File: src/rtl/csc_pkg.sv
`default_nettype none
// ============================================================
// Cyclic sleep controller shared definitions
package csc_pkg;

   // Clock and timing constants
   localparam int CSC_CLK_PERIOD_NS = 8;          // System clock period
   localparam int CSC_TICK_MS       = 10;         // Sleep time base
   localparam int CSC_TICK_CYC      = CSC_TICK_MS * 1000000 / CSC_CLK_PERIOD_NS;
   localparam int CSC_POLL_MS       = 100;        // Awake poll interval
   localparam int CSC_POLL_TICKS    = CSC_POLL_MS / CSC_TICK_MS;
   localparam int CSC_ACK_WAIT_MS   = 20;         // Poll acknowledge timeout
   localparam int CSC_ACK_TICKS     = CSC_ACK_WAIT_MS / CSC_TICK_MS;
   localparam int CSC_MISS_LIMIT    = 3;          // Missed acks before parent loss

   // Mode select codes
   localparam logic [2:0] CSC_MODE_CYCLIC = 3'h4;  // Timer wake only
   localparam logic [2:0] CSC_MODE_PIN    = 3'h5;  // Timer or pin wake

   // Sleep period and multiplier limits
   localparam logic [11:0] CSC_SP_MIN = 12'h0020;
   localparam logic [11:0] CSC_SP_MAX = 12'h0AF0;
   localparam logic [15:0] CSC_SN_MIN = 16'h0001;

   // Sleep option bit positions
   localparam int CSC_OPT_FULL_HOLD = 1;          // Value 0x02
   localparam int CSC_OPT_EXTENDED  = 2;          // Value 0x04

   // Sequencer phases
   typedef enum logic [1:0] {
      CSC_OFF,
      CSC_SLEEP,
      CSC_POLL,
      CSC_AWAKE
   } csc_phase_t;

   // Configuration from the host side
   typedef struct packed {
      logic [2:0]  sleep_mode_select;       // Sleep mode code
      logic [11:0] sleep_period;            // Base period in ticks
      logic [15:0] period_multiplier;       // Number of periods
      logic [7:0]  sleep_options;           // Option bits
      logic [15:0] wake_hold_timer;         // Hold time in ticks
      logic        flow_control_pin_config; // Hardware flow control on
   } csc_cfg_t;

   // Whole sequencer state
   typedef struct packed {
      csc_phase_t  st;        // Current phase
      logic [20:0] tick_cnt;  // Tick prescaler
      logic [27:0] sleep_cnt; // Remaining sleep ticks
      logic [15:0] hold_cnt;  // Remaining hold ticks
      logic [3:0]  poll_cnt;  // Ticks since last poll
      logic [3:0]  ack_cnt;   // Ticks waiting for ack
      logic [1:0]  miss_cnt;  // Consecutive missed acks
      logic [15:0] wake_cnt;  // Silent wake cycles
      logic [2:0]  pin_sync;  // Pin synchroniser
      logic        pin_lvl;   // Filtered pin level
      logic        awake;     // Awake indicator
      logic        cts_n;     // Flow control, low means ready
      logic        poll_req;  // Poll request pulse
      logic        wake_tx;   // Wake announcement pulse
      logic        lost;      // Parent lost pulse
   } csc_state_t;

   // Reset value of the state
   localparam csc_state_t CSC_STATE_RST = '{st: CSC_OFF, cts_n: 1'b1, pin_lvl: 1'b1, pin_sync: 3'h7,
                                            default: '0};

endpackage : csc_pkg

`default_nettype wire

File: src/rtl/csc_cyclic_sleep_controller.sv
// Operation
// RULE_01: Cyclic sleep when mode is 4 or 5
// RULE_02: Mode 5 wakes on timer or pin fall
// RULE_03: Mode 4 ignores the request pin
// RULE_04: One poll per wake, stay if data
// RULE_05: Indicator high awake, low asleep
// RULE_06: CTS low awake, high asleep if enabled
// RULE_07: Hold timer starts and restarts on data
// RULE_08: Poll parent every 100 ms while awake
// RULE_09: Sleep on hold expiry or sleep command
// RULE_10: Sleep period 0x20 to 0xAF0 ticks
// RULE_11: Multiplier 1 to 0xFFFF
// RULE_12: Option bits full hold and extended
// RULE_13: Short sleep lasts one period then polls
// RULE_14: Pending data starts hold, keeps polling
// RULE_15: Multiplier one raises indicator every wake
// RULE_16: Multiplier above one polls silently
// RULE_17: Extended sleep is period times multiplier
// RULE_18: Extended wake sends an announcement
// RULE_19: Configurer should set full hold option
// RULE_20: Three missed acks means parent lost
// RULE_21: Wake counter gates the indicator
`timescale 1ns/1ps
`default_nettype none

module csc_cyclic_sleep_controller #(
   parameter int TICK_CYCLES = csc_pkg::CSC_TICK_CYC
) (
   // Clock and reset
   input  wire logic              sys_clk_i,
   input  wire logic              sys_rst_i,
   // Configuration
   input  wire csc_pkg::csc_cfg_t cfg_i,
   // Host pins
   input  wire logic              sleep_request_pin_i,
   input  wire logic              serial_rx_i,
   input  wire logic              sleep_now_command_i,
   output logic                   awake_indicator_o,
   output logic                   cts_n_o,
   // Radio side
   input  wire logic              radio_rx_i,
   input  wire logic              poll_ack_i,
   input  wire logic              poll_pending_i,
   output logic                   poll_req_o,
   output logic                   wake_tx_req_o,
   output logic                   parent_lost_o
);
   import csc_pkg::*;

   // ============================================================
   // Derived configuration
   csc_state_t  r_reg;      // Registered state
   csc_state_t  r_next;     // Next state
   logic        tick;       // 10 ms time base pulse
   logic        cyclic;     // Cyclic sleep selected
   logic        ext_mode;   // Extended sleep selected
   logic        full_hold;  // Always wake for full hold time
   logic        pin_fall;   // Filtered falling edge on request pin
   logic [11:0] sp_eff;     // Clamped sleep period
   logic [15:0] sn_eff;     // Clamped multiplier
   logic [27:0] sleep_len;  // Sleep length in ticks

   // Limit the period and multiplier to the accepted ranges
   always_comb begin : cfg_proc
      // RULE_10 period range clamp
      if (cfg_i.sleep_period < CSC_SP_MIN) begin
         sp_eff = CSC_SP_MIN;
      end else if (cfg_i.sleep_period > CSC_SP_MAX) begin
         sp_eff = CSC_SP_MAX;
      end else begin
         sp_eff = cfg_i.sleep_period;
      end
      // RULE_11 multiplier floor of one
      sn_eff    = (cfg_i.period_multiplier < CSC_SN_MIN) ? CSC_SN_MIN : cfg_i.period_multiplier;
      // RULE_01 cyclic mode decode
      cyclic    = (cfg_i.sleep_mode_select == CSC_MODE_CYCLIC) || (cfg_i.sleep_mode_select == CSC_MODE_PIN);
      // RULE_12 option bit decode
      full_hold = cfg_i.sleep_options[CSC_OPT_FULL_HOLD];
      ext_mode  = cfg_i.sleep_options[CSC_OPT_EXTENDED];
      // RULE_17 extended length is the product
      sleep_len = ext_mode ? (28'(sp_eff) * 28'(sn_eff)) : 28'(sp_eff);
   end

   // Time base and synchronised pin edge
   assign tick     = (r_reg.tick_cnt == 21'(TICK_CYCLES - 1));
   assign pin_fall = r_reg.pin_lvl & ~r_reg.pin_sync[1] & ~r_reg.pin_sync[2];

   // ============================================================
   // Sequencer next state
   always_comb begin : next_proc
      logic go_sleep;  // Enter sleep this cycle
      logic ack_done;  // Poll answered or timed out
      go_sleep        = 1'b0;
      ack_done        = 1'b0;
      r_next          = r_reg;
      r_next.poll_req = 1'b0;
      r_next.wake_tx  = 1'b0;
      r_next.lost     = 1'b0;
      // Pin passes three flops, level taken when the last two agree
      r_next.pin_sync = {r_reg.pin_sync[1:0], sleep_request_pin_i};
      if (r_reg.pin_sync[2] == r_reg.pin_sync[1]) begin
         r_next.pin_lvl = r_reg.pin_sync[2];
      end
      // Free running prescaler
      r_next.tick_cnt = tick ? 21'h0_0000 : r_reg.tick_cnt + 21'h0_0001;

      if (!cyclic) begin
         // Not in cyclic sleep, park awake-off
         r_next.st       = CSC_OFF;
         r_next.awake    = 1'b0;
         r_next.hold_cnt = 16'h0000;
         r_next.wake_cnt = 16'h0000;
      end else begin
         unique case (r_reg.st)
            // Entry into cyclic sleep
            CSC_OFF: begin
               go_sleep = 1'b1;
            end
            // Low power, count the period down
            CSC_SLEEP: begin
               // RULE_02 timer or pin wake
               // RULE_03 pin only in pin wake mode
               if ((tick && r_reg.sleep_cnt == 28'h000_0000) ||
                   (pin_fall && cfg_i.sleep_mode_select == CSC_MODE_PIN)) begin
                  // RULE_04 one poll on every wake
                  r_next.st       = CSC_POLL;
                  r_next.poll_req = 1'b1;
                  r_next.ack_cnt  = 4'h0;
                  r_next.poll_cnt = 4'h0;
                  // RULE_12 full hold starts the timer at wake
                  r_next.hold_cnt = full_hold ? cfg_i.wake_hold_timer : 16'h0000;
                  if (ext_mode) begin
                     // RULE_18 announce the wake to peers
                     r_next.wake_tx  = 1'b1;
                     r_next.awake    = 1'b1;
                     r_next.wake_cnt = 16'h0000;
                  end else if (r_reg.wake_cnt >= sn_eff - 16'h0001) begin
                     // RULE_15 raise on every wake when one
                     // RULE_21 counter cleared on raise
                     r_next.awake    = 1'b1;
                     r_next.wake_cnt = 16'h0000;
                  end else begin
                     // RULE_16 silent poll, indicator stays low
                     r_next.wake_cnt = r_reg.wake_cnt + 16'h0001;
                  end
               end else if (tick) begin
                  // RULE_13 count one period down
                  r_next.sleep_cnt = r_reg.sleep_cnt - 28'h000_0001;
               end
            end
            // Poll sent, wait for the acknowledge
            CSC_POLL: begin
               if (poll_ack_i) begin
                  ack_done        = 1'b1;
                  r_next.miss_cnt = 2'h0;
                  if (poll_pending_i) begin
                     // RULE_14 pending data starts the hold timer
                     r_next.hold_cnt = cfg_i.wake_hold_timer;
                  end
               end else if (tick) begin
                  if (r_reg.ack_cnt == 4'(CSC_ACK_TICKS - 1)) begin
                     ack_done = 1'b1;
                     // RULE_20 three misses, parent lost
                     if (r_reg.miss_cnt == 2'(CSC_MISS_LIMIT - 1)) begin
                        r_next.lost     = 1'b1;
                        r_next.miss_cnt = 2'h0;
                     end else begin
                        r_next.miss_cnt = r_reg.miss_cnt + 2'h1;
                     end
                  end else begin
                     r_next.ack_cnt = r_reg.ack_cnt + 4'h1;
                  end
               end
               if (ack_done) begin
                  // RULE_04 stay awake only with a running hold timer
                  if ((poll_ack_i && poll_pending_i) || r_reg.hold_cnt != 16'h0000) begin
                     r_next.st = CSC_AWAKE;
                  end else begin
                     go_sleep = 1'b1;
                  end
               end
            end
            // Awake with hold timer running
            CSC_AWAKE: begin
               // RULE_09 hold expiry ends the wake
               if (r_reg.hold_cnt == 16'h0000) begin
                  go_sleep = 1'b1;
               end else if (tick) begin
                  // RULE_08 periodic poll every 100 ms
                  if (r_reg.poll_cnt == 4'(CSC_POLL_TICKS - 1)) begin
                     r_next.st       = CSC_POLL;
                     r_next.poll_req = 1'b1;
                     r_next.ack_cnt  = 4'h0;
                     r_next.poll_cnt = 4'h0;
                  end else begin
                     r_next.poll_cnt = r_reg.poll_cnt + 4'h1;
                  end
               end
            end
         endcase

         // Hold timer counts down while awake
         if ((r_reg.st == CSC_POLL || r_reg.st == CSC_AWAKE) && tick && r_reg.hold_cnt != 16'h0000) begin
            r_next.hold_cnt = r_reg.hold_cnt - 16'h0001;
         end
         // Data received while awake
         if (r_reg.st == CSC_POLL || r_reg.st == CSC_AWAKE) begin
            // RULE_07 start or restart the hold timer
            if ((serial_rx_i || radio_rx_i) && !go_sleep) begin
               r_next.hold_cnt = cfg_i.wake_hold_timer;
            end
            // RULE_16 radio data raises the indicator at once
            if (radio_rx_i && !go_sleep) begin
               r_next.awake    = 1'b1;
               r_next.wake_cnt = 16'h0000;
            end
            // RULE_09 sleep command ends the wake
            if (sleep_now_command_i) begin
               go_sleep = 1'b1;
            end
         end
      end

      // Common entry into sleep
      if (go_sleep) begin
         // RULE_05 indicator low on sleep
         r_next.st        = CSC_SLEEP;
         r_next.awake     = 1'b0;
         r_next.hold_cnt  = 16'h0000;
         r_next.sleep_cnt = sleep_len - 28'h000_0001;
      end
      // RULE_06 CTS follows the awake phases
      r_next.cts_n = cfg_i.flow_control_pin_config &&
                     !(r_next.st == CSC_POLL || r_next.st == CSC_AWAKE);
   end

   // State register
   always_ff @(posedge sys_clk_i) begin : state_proc
      if (sys_rst_i) begin
         r_reg <= CSC_STATE_RST;
      end else begin
         r_reg <= r_next;
      end
   end

   // Outputs straight from the state register
   assign awake_indicator_o = r_reg.awake;
   assign cts_n_o           = r_reg.cts_n;
   assign poll_req_o        = r_reg.poll_req;
   assign wake_tx_req_o     = r_reg.wake_tx;
   assign parent_lost_o     = r_reg.lost;

   // ============================================================
   // Checks
   logic awake_ph;  // In a polling or awake phase
   assign awake_ph = (r_reg.st == CSC_POLL) || (r_reg.st == CSC_AWAKE);

   cyclic_entry_a : assert property (@(posedge sys_clk_i) disable iff (sys_rst_i) // RULE_01
      (r_reg.st == CSC_OFF && cyclic) |=> (r_reg.st == CSC_SLEEP || !$past(cyclic, 1)))
      else $error("cyclic mode not entered");
   pin_wake_a : assert property (@(posedge sys_clk_i) disable iff (sys_rst_i) // RULE_02
      (r_reg.st == CSC_SLEEP && pin_fall && cfg_i.sleep_mode_select == CSC_MODE_PIN) |=> r_reg.st == CSC_POLL)
      else $error("pin wake missed");
   pin_ignored_a : assert property (@(posedge sys_clk_i) disable iff (sys_rst_i) // RULE_03
      (r_reg.st == CSC_SLEEP && cfg_i.sleep_mode_select == CSC_MODE_CYCLIC && r_reg.sleep_cnt != 28'h000_0000)
      |=> r_reg.st == CSC_SLEEP)
      else $error("woke early in mode four");
   wake_poll_a : assert property (@(posedge sys_clk_i) disable iff (sys_rst_i) // RULE_04
      (r_reg.st == CSC_SLEEP ##1 r_reg.st == CSC_POLL) |-> poll_req_o ##1 !poll_req_o)
      else $error("wake without single poll");
   sleep_ind_a : assert property (@(posedge sys_clk_i) disable iff (sys_rst_i) // RULE_05
      r_reg.st == CSC_SLEEP |-> !awake_indicator_o)
      else $error("indicator high in sleep");
   cts_level_a : assert property (@(posedge sys_clk_i) disable iff (sys_rst_i) // RULE_06
      (cfg_i.flow_control_pin_config && $stable(cfg_i.flow_control_pin_config)) |-> (cts_n_o == !awake_ph))
      else $error("cts does not follow wake");
   hold_restart_a : assert property (@(posedge sys_clk_i) disable iff (sys_rst_i) // RULE_07
      (awake_ph && serial_rx_i && !sleep_now_command_i && r_reg.hold_cnt != 16'h0000 && cyclic)
      |=> r_reg.hold_cnt == $past(cfg_i.wake_hold_timer))
      else $error("hold timer not restarted");
   poll_period_a : assert property (@(posedge sys_clk_i) disable iff (sys_rst_i) // RULE_08
      (r_reg.st == CSC_AWAKE && tick && r_reg.hold_cnt != 16'h0000 && r_reg.poll_cnt == 4'(CSC_POLL_TICKS - 1)
       && !sleep_now_command_i && cyclic) |=> poll_req_o)
      else $error("periodic poll missing");
   sleep_cmd_a : assert property (@(posedge sys_clk_i) disable iff (sys_rst_i) // RULE_09
      (awake_ph && sleep_now_command_i && cyclic) |=> (r_reg.st == CSC_SLEEP && !awake_indicator_o))
      else $error("sleep command ignored");
   radio_ind_a : assert property (@(posedge sys_clk_i) disable iff (sys_rst_i) // RULE_16
      (awake_ph && radio_rx_i && !sleep_now_command_i && cyclic && r_reg.hold_cnt != 16'h0000) |=> awake_indicator_o)
      else $error("radio data did not raise indicator");
   ext_announce_a : assert property (@(posedge sys_clk_i) disable iff (sys_rst_i) // RULE_18
      wake_tx_req_o |-> (poll_req_o && awake_indicator_o && ext_mode))
      else $error("wake announcement out of place");
   parent_lost_a : assert property (@(posedge sys_clk_i) disable iff (sys_rst_i) // RULE_20
      parent_lost_o |-> ($past(r_reg.miss_cnt) == 2'h2 && r_reg.miss_cnt == 2'h0))
      else $error("parent lost too early");

   pin_wake_c : cover property (@(posedge sys_clk_i) disable iff (sys_rst_i)
      r_reg.st == CSC_SLEEP && pin_fall ##1 r_reg.st == CSC_POLL);
   hold_wake_c : cover property (@(posedge sys_clk_i) disable iff (sys_rst_i)
      r_reg.st == CSC_POLL ##1 r_reg.st == CSC_AWAKE);
   lost_c : cover property (@(posedge sys_clk_i) disable iff (sys_rst_i) parent_lost_o);
   silent_c : cover property (@(posedge sys_clk_i) disable iff (sys_rst_i)
      poll_req_o && !awake_indicator_o);

endmodule : csc_cyclic_sleep_controller

`default_nettype wire

File: config.mk
export PLATFORM = sky130hd
export DESIGN_NAME = csc_cyclic_sleep_controller
export DESIGN_NICKNAME = d
export VERILOG_FILES = /design/src/rtl/csc_pkg.sv /design/src/rtl/csc_cyclic_sleep_controller.sv
export SDC_FILE = /design/constraint.sdc
export NUM_CORES = 1
export LEC_CHECK = 0
export BUFFER_PORTS_ARGS = -buffer_cell sky130_fd_sc_hd__buf_2
export CORE_MARGIN = 2
export CORE_UTILIZATION = 60
export DETAILED_ROUTE_END_ITERATION = 8
export GPL_TIMING_DRIVEN = 0
export PLACE_DENSITY = 0.78
export SLEW_MARGIN = 30
export SYNTH_ARGS = -nofsm -noshare
export SYNTH_HDL_FRONTEND = slang
export SYNTH_SLANG_ARGS = --single-unit
export TNS_END_PERCENT = 50
File: constraint.sdc
create_clock -name sys_clk_i -period 18.85 [get_ports sys_clk_i]
set_clock_uncertainty 0.15 [all_clocks]
set_input_delay 0.9425 -clock sys_clk_i [delete_from_list [all_inputs] [get_ports sys_clk_i]]
set_output_delay 0.9425 -clock sys_clk_i [all_outputs]
set_load 0.03 [all_outputs]
==> results of run 1 <==
## cell type report
type                    instances  area [um^2]  area share, %
multi-input cells            1362        10500           71.5
flip-flops and latches        102         2040           14.0
inverters                     208          781           5.34
plain buffers                  86          380           2.60
well taps                     285          357           2.44
repair buffers                 55          275           1.88
clock buffers                   9          225           1.54
clock inverters                 7          103          0.702
diodes                          1         2.50         0.0171
## Yosys cell counts, types with 5 or more instances
cell type and instances:
xnor2_1 37, nand3_1 44, inv_1 206, nand2_1 254, mux2_2 8, ha_1 96
a21o_1 20, nor4b_1 5, o21a_1 8, nand3b_1 11, clkbuf_1 66, o21bai_1 6
nor2_1 157, o21ai_0 71, a31oi_1 20, and2_1 61, nor2b_1 9, buf_2 10
a31o_2 5, fa_1 140, a21oi_1 83, o211ai_1 19, and3_1 26, a211oi_1 21
xor2_1 25, a22oi_1 11, or4_1 7, nor3_1 38, nor4_1 19, nand4_1 19
nand2b_1 14, dfxtp_1 102, mux2i_1 10, nor3b_1 5, or3_1 13, or2_2 10
o31ai_1 13
## worst register-to-register path, cell delays in order (launching register included)
cell      delay, ns
dfxtp_1        0.50
inv_1          0.11
ha_1           0.26
o21ai_0        0.31
nand2_1        0.19
o211a_1        0.30
o21ai_2        0.15
buf_4          0.25
buf_6          0.18
clkbuf_1       0.54
clkbuf_1       0.48
nor2_1         0.11
a21oi_1        0.14
ha_1           0.16
clkbuf_1       0.35
nand2_1        0.11
nor4_1         0.25
a41oi_1        0.15
or4_4          0.56
o32ai_4        0.17
and2_1         0.16
buf_4          0.14
nand3b_1       0.10
or4b_1         0.47
nand3_1        0.09
## layer usage
layer / global-route usage (%) / up-vias / wire, um
met1: 44.5 / 6298 / 16400
met4: 9.44 / 0 / 1030
li1: - / 6052 / -
met2: 53.8 / 586 / 17700
met5: 0 / - / 0
met3: 5.32 / 84 / 3330
## how the worst max path moves through the flow
stage,cells after the start,slack (ns),endpoint
4_1_cts,26,9.42,r_reg[78]
3_5_place_dp,26,9.09,r_reg[78]
3_3_place_gp,25,8.90,r_reg[78]
2_1_floorplan,27,10.64,r_reg[77]
6_report,25,9.12,r_reg[78]
5_1_grt,25,8.77,r_reg[78]
## power breakdown
| group | internal [mW] | total (mW) | leakage, nW | switching [mW] |
|---|---|---|---|---|
| logic | 0.659 | 1.72 | 5.49 | 1.06 |
| registers | 0.229 | 0.244 | 0.826 | 0.0151 |
| clock network | 0.108 | 0.206 | 0.160 | 0.0978 |
## layout by cell type, fill, tap and decap left out, drive strengths merged, types with 6 or more instances in the layout
| cell | instances |
|---|---|
| buf | 75 |
| xor2 | 25 |
| and2 | 64 |
| nor2 | 157 |
| nor3 | 38 |
| nand2 | 254 |
| or3 | 13 |
| nand4 | 19 |
| or2 | 11 |
| mux2i | 10 |
| and3 | 26 |
| xnor2 | 37 |
| a21o | 22 |
| clkbuf | 75 |
| nand2b | 14 |
| nor2b | 9 |
| nor4 | 21 |
| a31oi | 20 |
| a211oi | 25 |
| nand3 | 44 |
| fa | 140 |
| nand3b | 11 |
| dfxtp | 102 |
| inv | 210 |
| o31ai | 13 |
| a22oi | 11 |
| ha | 96 |
| nor4b | 6 |
| o21a | 9 |
| or4 | 8 |
| o21ai | 76 |
| mux2 | 8 |
| o211ai | 19 |
| o21bai | 6 |
| a21oi | 86 |
## per-stage QoR
| step | cell area (um^2) | instances |
|---|---|---|
| floorplan | 13600 | 1758 |
| global placement | 14300 | 2098 |
| detailed placement | 14300 | 2098 |
| CTS | 14600 | 2114 |
| global route | 14600 | 2115 |
| finish | 14600 | 2115 |
## cell families (layout without fill, tap and decap cells)
family | Yosys count | after routing
AND/OR/NAND/NOR | 714 | 714
AO/OA/AOI/OAI | 332 | 332
buffers and inverters | 294 | 365
adder cells (fa/ha/maj) | 236 | 236
flip-flops | 102 | 102
XOR/XNOR | 62 | 62
multiplexers | 18 | 18
other | 0 | 1
==> results.py, run 1 <==
metrics = {
    "cts": {
        "cts-htree-levels": 3,
        "cts_resized": 0,
        "clockRootBuffer": "clkbuf_16",
        "clock-sinks": 102,
        "post_cts_buffers": 0,
        "clock_latency_ns": 0.36,
        "holdBufCountCts": 0,
        "cts.reportedPaths.clkPinSlew_ns": 0.08,
        "cts_buffers": 9,
        "clockBufferDepth": 2,
        "cts_tree": "built",
    },
    "synthesis": {
        "synth_top_family_by_area": "adder cells",
        "yosysWarnings": 0,
        "synthAdderAreaFrac_pct": 29.4,
        "post_synth_xor_area_fraction_pct": 3.98,
        "synthFlopType": "dfxtp_1",
        "synth_area_leaders": "fa_1 21%, dfxtp_1 15%, ha_1 8.8%, nand2_1 7.0%, inv_1 5.7%",
        "yosys.area.top_type": "fa_1",
        "postSynthNetCount": 2058,
        "synth-edff-count": 0,
        "synth-seq-area-share_pct": 15.0,
        "synthSimpleGateAreaFrac_pct": 25.4,
        "synth_area_um2": 13600,
        "ys_ff_latch": 102,
        "synth_top_cell_area_share_pct": 20.6,
        "synth.distinct_cells": 88,
        "synth-compound-area-share_pct": 16.4,
        "synth.area.mux_share_pct": 1.39,
        "synthArstFlopShare_pct": 0,
        "syn_area_per_cell_um2": 7.76,
        "synthCells": 1758,
    },
    "routing": {
        "dr.pass1.iters": 7,
        "drt_iter0_drc": 1237,
        "antenna_left": 0,
        "wl_per_cell_um": 18.2,
        "routed_wirelength_um": 38400,
        "vias": 13000,
        "via_per_inst": 6.16,
        "drc": 0,
    },
    "sta": {
        "min_period_over_period_pct": 51.6,
        "relSlewSlack_pct": 41.4,
        "rsz0062_at_grt": "false",
        "fin_tns_setup_ns": 0,
        "slew_violations": 0,
        "setup_slack_ns": 9.12,
        "hold_slack_ns": 0.279,
        "setup_violations": 0,
        "timing.fmax_ghz": 0.103,
        "min_period_ns": 9.73,
        "finalHoldViolCount": 0,
        "worst_pin_slew_ns": 0.877,
    },
    "setup_path": {
        "path_max_fanout": 10,
        "reg2reg_from": "r_reg[100]",
        "critical_path_class": "in -> reg",
        "cpMaxStageDelayCell": "nor4b_2",
        "required_ns": 18.92,
        "cpPeakStageDelay_ns": 0.70,
        "r2r-end": "r_reg[77]",
        "setup.worst_path.start": "cfg_i[51]",
        "critPathLaunchType": "input pin",
        "crit_family": "adder cells",
        "crit_path_frequent_cell": "fa_1",
        "end_kind": "flip-flop",
        "worstPathArrival_ns": 9.79,
        "crit_buf_inv": 5,
        "r2r_slack_ns": 12.40,
        "rr_worst_depth": 24,
    },
    "run": {
        "maxCapViolCount": 0,
    },
    "placed_design": {
        "gp_congestion": 0.966,
        "hpwlAfterDp_um": 30200,
        "dp_slack_ns": 9.09,
        "portBuffers": 55,
    },
    "min_path": {
        "hold_path_depth": 1,
        "min_path_type": "reg -> reg",
        "worstHoldStart": "r_next[7]",
        "hold_end": "r_next[8]",
    },
    "global_route": {
        "grt_usage_pct": 32.6,
        "antenna_found_initial": 2,
        "grt_pass1_wl_um": 63000,
        "grt_start_max_net_pins": 21,
        "grt_pass1_vias": 12600,
        "overflow": 0,
    },
    "final_layout": {
        "drive_above_1_share_pct": 7.55,
        "postLayoutCoreUtil_pct": 64.9,
        "largest_reg_flops": 95,
        "nNetsFinal": 2124,
        "area_growth_pct": 7.19,
        "n_fill_cell": 1936,
    },
    "floorplan": {
        "core_um2": 22500,
        "start_util_pct": 60.6,
        "io_pins": 69,
        "die_area_um2": 23900,
        "die_w_um": 155,
        "die_y_um": 155,
        "rows": 55,
    },
    "outcome": {
        "outcome": "finished, final reports clean",
    },
    "pwr": {
        "leakage_nw": 6.48,
        "ir_worst_vdd_uv": 120,
        "finalPower_mw": 2.17,
        "powerDensity_nw_per_um2": 148,
    },
}
No activity file was read; power rests on OpenSTA's default activity.
==> run 2: changes to the inputs <==
--- a/config.mk
+++ b/config.mk
@@ -7,10 +7,10 @@
 export LEC_CHECK = 0
 export BUFFER_PORTS_ARGS = -buffer_cell sky130_fd_sc_hd__buf_2
 export CORE_MARGIN = 2
-export CORE_UTILIZATION = 60
+export CORE_UTILIZATION = 58
 export DETAILED_ROUTE_END_ITERATION = 8
 export GPL_TIMING_DRIVEN = 0
-export PLACE_DENSITY = 0.78
+export PLACE_DENSITY = 0.79
 export SLEW_MARGIN = 30
 export SYNTH_ARGS = -nofsm -noshare
 export SYNTH_HDL_FRONTEND = slang
==> constraint.sdc (replaced) <==
create_clock -name sys_clk_i -period 7.8 [get_ports sys_clk_i]
set_clock_uncertainty 0.15 [all_clocks]
set_input_delay 0.39 -clock sys_clk_i [delete_from_list [all_inputs] [get_ports sys_clk_i]]
set_output_delay 0.39 -clock sys_clk_i [all_outputs]
set_load 0.03 [all_outputs]
==> run 2 against run 1 <==
  * Final area up 1.3%
  * Final cell count is 1.8% higher
  * Clock power grew 130%
  * Critical path depth increased by 2
  * Global-route usage decreased by 1.3 points
  * Routed wire length fell by 1.8%
  * Hold slack worse by 0.22 ns
  * Worst setup slack lost 8.9 ns
  * Largest cell class unchanged
==> results.py, run 2 (same netlist as run 1, synthesis figures left out) <==
metrics = {
    "outcome": {
        "outcome": "finished, final reports clean",
    },
    "final_layout": {
        "mostFrequentLayoutCells": "254 x nand2_1, 206 x inv_1, 157 x nor2_1",
        "instances_no_fill": 2153,
        "nNetsFinal": 2129,
        "largest_reg_flops": 95,
        "drive_above_1_share_pct": 9.38,
        "n_fill_cell": 1973,
        "n_antenna_cell": 0,
        "design_area_um2": 14800,
        "postLayoutCoreUtil_pct": 63.7,
        "final_common_cell": "nand2_1",
        "area_growth_pct": 8.63,
    },
    "global_route": {
        "overflow": 0,
        "grt_pass1_wl_um": 62100,
        "grt_usage_pct": 31.4,
        "antenna_found_initial": 1,
        "grt_start_max_net_pins": 22,
        "grt_pass1_vias": 12500,
    },
    "routing": {
        "wl_per_cell_um": 17.5,
        "antenna_left": 0,
        "via_per_inst": 6.04,
        "vias": 13000,
        "dr.pass1.iters": 6,
        "drt_iter0_drc": 1082,
        "drc": 0,
        "routed_wirelength_um": 37700,
    },
    "cts": {
        "cts.reportedPaths.clkPinSlew_ns": 0.09,
        "cts_tree": "built",
        "cts_buffers": 9,
        "clockBufferDepth": 2,
        "clock_latency_ns": 0.38,
        "clockRootBuffer": "clkbuf_16",
        "clock-sinks": 102,
        "holdBufCountCts": 0,
        "cts-htree-levels": 3,
    },
    "sta": {
        "relSlewSlack_pct": 50.8,
        "min_period_ns": 7.56,
        "worst_pin_slew_ns": 0.734,
        "timing.fmax_ghz": 0.132,
        "fin_tns_setup_ns": 0,
        "setup_violations": 0,
        "min_period_over_period_pct": 96.9,
        "setup_slack_ns": 0.242,
        "hold_slack_ns": 0.0620,
        "finalHoldViolCount": 0,
        "slew_violations": 0,
    },
    "floorplan": {
        "core_um2": 23300,
        "die_w_um": 157,
        "die_area_um2": 24800,
        "rows": 56,
        "io_pins": 69,
        "start_util_pct": 58.6,
        "die_y_um": 157,
    },
    "min_path": {
        "min_path_type": "in -> reg",
    },
    "pwr": {
        "seqPwrFrac_pct": 11.2,
        "pwr-share-comb_pct": 79.6,
        "powerDensity_nw_per_um2": 354,
        "ir_worst_vdd_uv": 309,
        "p_clk_share_pct": 9.2,
        "leakage_nw": 6.58,
        "p_switching_mw": 2.83,
        "p_int_mw": 2.41,
        "switching_share_pct": 53.9,
        "finalPower_mw": 5.24,
    },
    "placed_design": {
        "dpl_cell_area_um2": 14300,
        "dp_slack_ns": -1.40,
        "portBuffers": 55,
        "place_inst": 2132,
        "gp_congestion": 0.955,
        "hpwlAfterDp_um": 29700,
    },
    "setup_path": {
        "worstPathArrival_ns": 7.73,
        "critPathLaunchType": "input pin",
        "cpMaxStageDelayCell": "fa_1",
        "cpPeakStageDelay_ns": 0.57,
        "required_ns": 7.97,
        "critical_path_class": "in -> reg",
        "crit_buf_inv": 7,
        "path_max_fanout": 10,
        "end_kind": "flip-flop",
        "crit_family": "adder cells",
    },
    "run": {
        "maxCapViolCount": 0,
    },
}
-- run 2: cell count changes in the layout (fill, tap and decap cells not counted), sizes merged --
cell / before / now
buf: 75 / 84
bufinv: 1 / 0
clkbuf: 75 / 71
clkinvlp: 0 / 1
diode: 1 / 0
-- run 2: area by class of cell --
type / instances / area, um^2 / area share (%)
repair buffers: 65 / 353 / 2.38
flip-flops and latches: 102 / 2040 / 13.8
plain buffers: 81 / 383 / 2.58
clock inverters: 7 / 85.1 / 0.574
well taps: 319 / 399 / 2.69
clock buffers: 9 / 225 / 1.52
multi-input cells: 1362 / 10500 / 71.2
inverters: 208 / 781 / 5.27
-- run 2: power by group through the flow --
stage | registers (mW) | clock network, mW | logic, mW
final | 0.587 | 0.482 | 4.17
after global routing | 0.593 | 0.502 | 4.66
after CTS | 0.586 | 0.485 | 4.03
after detailed placement | 0.598 | 0 | 3.97
after global placement | 0.597 | 0 | 3.90
after floorplan | 0.591 | 0 | 3.10
-- run 2: metal layers --
layer	global-route usage [%]	up-vias	routed length (um)
met1	42.5	6243	15800
met4	11.7	2	1320
met5	0	-	12
met3	5.15	104	3130
met2	50.5	616	17400
li1	-	6039	-
-- run 2: repair_timing --
item / 4_1_cts / 5_1_grt
pin swaps: 1 / 7
gates resized for setup: 12 / 35
endpoints found under the setup margin: 16 / 13
gates cloned: 0 / 0
buffers inserted: 1 / 9
-- run 2: final timing paths --
kind / from / to / slack (ns) / depth (start not counted)
worst min register to register: r_next[7] / r_next[8] / 0.27 / 1
worst max register to register: r_reg[100] / r_reg[77] / 1.64 / 24
worst max-delay path: cfg_i[43] / r_reg[77] / 0.24 / 27
worst min-delay path: sleep_request_pin_i / r_next[7] / 0.06 / 2
==> run 3: changes to the inputs <==
--- a/config.mk
+++ b/config.mk
@@ -5,10 +5,11 @@
 export SDC_FILE = /design/constraint.sdc
 export NUM_CORES = 1
 export LEC_CHECK = 0
-export BUFFER_PORTS_ARGS = -buffer_cell sky130_fd_sc_hd__buf_2
 export CORE_MARGIN = 2
-export CORE_UTILIZATION = 58
+export CORE_UTILIZATION = 60
+export CTS_CLUSTER_SIZE = 28
 export DETAILED_ROUTE_END_ITERATION = 8
+export DONT_BUFFER_PORTS = 1
 export GPL_TIMING_DRIVEN = 0
 export PLACE_DENSITY = 0.79
 export SLEW_MARGIN = 30
==> run 3 against run 2 <==
  * Worst setup slack better by 0.059 ns
  * Global-route usage increased by 1.0 points
  * Hold slack lost 0.052 ns
  * Final area shrank 2.1%
  * Critical path depth down 1
  * Largest cell class unchanged
  * Critical endpoint is now r_reg[78]
  * Die area decreased by 3.3%
  * Clock power down 1%
  * Sequential power about the same
==> results.py, run 3 (same netlist as run 1, synthesis figures left out) <==
metrics = {
    "routing": {
        "vias": 12700,
        "antenna_left": 0,
        "via_per_inst": 6.15,
        "routed_wirelength_um": 37700,
        "wl_per_cell_um": 18.2,
        "drc": 0,
        "dr.pass1.iters": 5,
        "drt_iter0_drc": 1150,
    },
    "final_layout": {
        "instances_no_fill": 2069,
        "largest_reg_flops": 95,
        "n_fill_cell": 1905,
        "nNetsFinal": 2078,
        "final_common_cell": "nand2_1",
        "mostFrequentLayoutCells": "254 x nand2_1, 206 x inv_1, 157 x nor2_1",
        "drive_above_1_share_pct": 6.45,
        "postLayoutCoreUtil_pct": 64.4,
        "area_growth_pct": 6.30,
    },
    "setup_path": {
        "worstPathArrival_ns": 7.58,
        "r2r-end": "r_reg[77]",
        "reg2reg_from": "r_reg[100]",
        "crit_family": "adder cells",
        "cpMaxStageDelayCell": "fa_1",
        "path_max_fanout": 13,
        "end_kind": "flip-flop",
        "r2r_slack_ns": 1.60,
        "crit_buf_inv": 6,
        "rr_worst_depth": 24,
        "critical_path_class": "in -> reg",
        "critPathLaunchType": "input pin",
        "cpPeakStageDelay_ns": 0.59,
        "required_ns": 7.88,
    },
    "global_route": {
        "grt_pass1_vias": 12200,
        "overflow": 0,
        "grt_pass1_wl_um": 62600,
        "grt_start_max_net_pins": 22,
        "grt_usage_pct": 32.4,
        "antenna_found_initial": 0,
    },
    "placed_design": {
        "portBuffers": 0,
        "hpwlAfterDp_um": 29700,
        "gp_congestion": 0.951,
        "place_inst": 2043,
    },
    "sta": {
        "fin_tns_setup_ns": 0,
        "setup_violations": 0,
        "finalHoldViolCount": 0,
        "min_period_ns": 7.50,
        "slew_violations": 0,
        "worst_pin_slew_ns": 0.761,
        "hold_slack_ns": 0.00977,
        "timing.fmax_ghz": 0.133,
        "relSlewSlack_pct": 49.3,
        "min_period_over_period_pct": 96.1,
    },
    "cts": {
        "cts.reportedPaths.clkPinSlew_ns": 0.08,
        "clockBufferDepth": 2,
        "clock_latency_ns": 0.37,
        "cts_tree": "built",
        "clockRootBuffer": "clkbuf_16",
        "cts-htree-levels": 3,
        "clock-sinks": 102,
        "cts_buffers": 9,
    },
    "pwr": {
        "powerDensity_nw_per_um2": 360,
        "leakage_nw": 6.35,
        "ir_worst_vdd_uv": 341,
    },
    "floorplan": {
        "start_util_pct": 60.6,
        "die_w_um": 155,
        "die_y_um": 155,
        "rows": 55,
        "core_um2": 22500,
        "io_pins": 69,
        "die_area_um2": 23900,
    },
    "min_path": {
        "hold_path_depth": 2,
        "hold_end": "r_reg[39]",
        "min_path_type": "in -> reg",
        "worstHoldStart": "cfg_i[5]",
    },
    "run": {
        "maxCapViolCount": 0,
    },
    "outcome": {
        "outcome": "finished, final reports clean",
    },
}
## run 3: cell count changes in the layout (fill, tap and decap cells not counted), sizes merged
cell | before | now
clkinv | 4 | 3
buf | 84 | 31
clkinvlp | 1 | 0
inv | 210 | 212
dlygate4sd3 | 0 | 2
diode | 0 | 1
## run 3: worst max-delay path by stage
stage | depth (start not counted) | slack, ns | from | to
2_1_floorplan | 27 | 0.15 | cfg_i[51] | r_reg[77]
3_3_place_gp | 25 | -1.66 | cfg_i[51] | r_reg[78]
3_5_place_dp | 25 | -1.29 | cfg_i[51] | r_reg[78]
4_1_cts | 26 | 0.01 | cfg_i[51] | r_reg[78]
5_1_grt | 26 | -0.04 | cfg_i[51] | r_reg[78]
6_report | 26 | 0.30 | cfg_i[51] | r_reg[78]
## run 3: worst reg2reg max path, stage by stage, from the launching register on
cell      delay (ns)
dfxtp_1         0.49
inv_1           0.11
ha_1            0.25
o21ai_0         0.29
nand2_1         0.18
o211a_1         0.30
o21ai_2         0.15
buf_4           0.25
buf_6           0.17
clkbuf_1        0.49
clkbuf_1        0.46
nor2_1          0.10
a21oi_1         0.15
ha_1            0.16
clkbuf_1        0.32
nand2_1         0.10
nor4_1          0.20
a41oi_1         0.11
or4_4           0.55
o32ai_4         0.16
and2_1          0.16
buf_4           0.15
nand3b_1        0.10
or4b_1          0.49
nand3_1         0.10
## run 3: cell type report
| type | count | area [um^2] | area share (%) |
|---|---|---|---|
| multi-input combinational | 1362 | 10500 | 72.6 |
| sequential | 102 | 2040 | 14.1 |
| inverter | 208 | 781 | 5.39 |
| buffer | 83 | 383 | 2.64 |
| tap | 285 | 357 | 2.46 |
| clock buffer | 9 | 225 | 1.55 |
| timing repair buffer | 12 | 95.1 | 0.656 |
| clock inverter | 7 | 81.3 | 0.561 |
| antenna | 1 | 2.50 | 0.0173 |
## run 3: metal layers
| metal | global-route usage, % | part of all wire, % | up-vias |
|---|---|---|---|
| met5 | 0 | 0 | - |
| met4 | 12.3 | 3.5 | 0 |
| met3 | 7.73 | 9.6 | 106 |
| met2 | 51.0 | 45 | 635 |
| met1 | 43.5 | 42 | 6024 |
| li1 | - | - | 5953 |
## run 3: power by group
group | leakage [nW] | internal [mW] | switching, mW
sequential | 0.826 | 0.553 | 0.0360
combinational | 5.37 | 1.62 | 2.53
clock | 0.150 | 0.232 | 0.245
total | 6.35 | 2.41 | 2.81
## run 3: through the flow
step	worst slack (ns)	total power, mW	instance area (um^2)
floorplan	0.146	3.69	13600
global placement	-1.66	4.48	14000
detailed placement	-1.29	4.55	14000
CTS	0.0146	5.08	14400
global route	-0.0448	5.74	14500
finish	0.301	5.22	14500
## run 3: timing repair
item,CTS,global route
gates resized for setup,9,30
hold endpoints to repair,2,0
setup endpoints to repair,16,15
pin swaps,1,6
buffers inserted,1,9
hold buffers,2,0
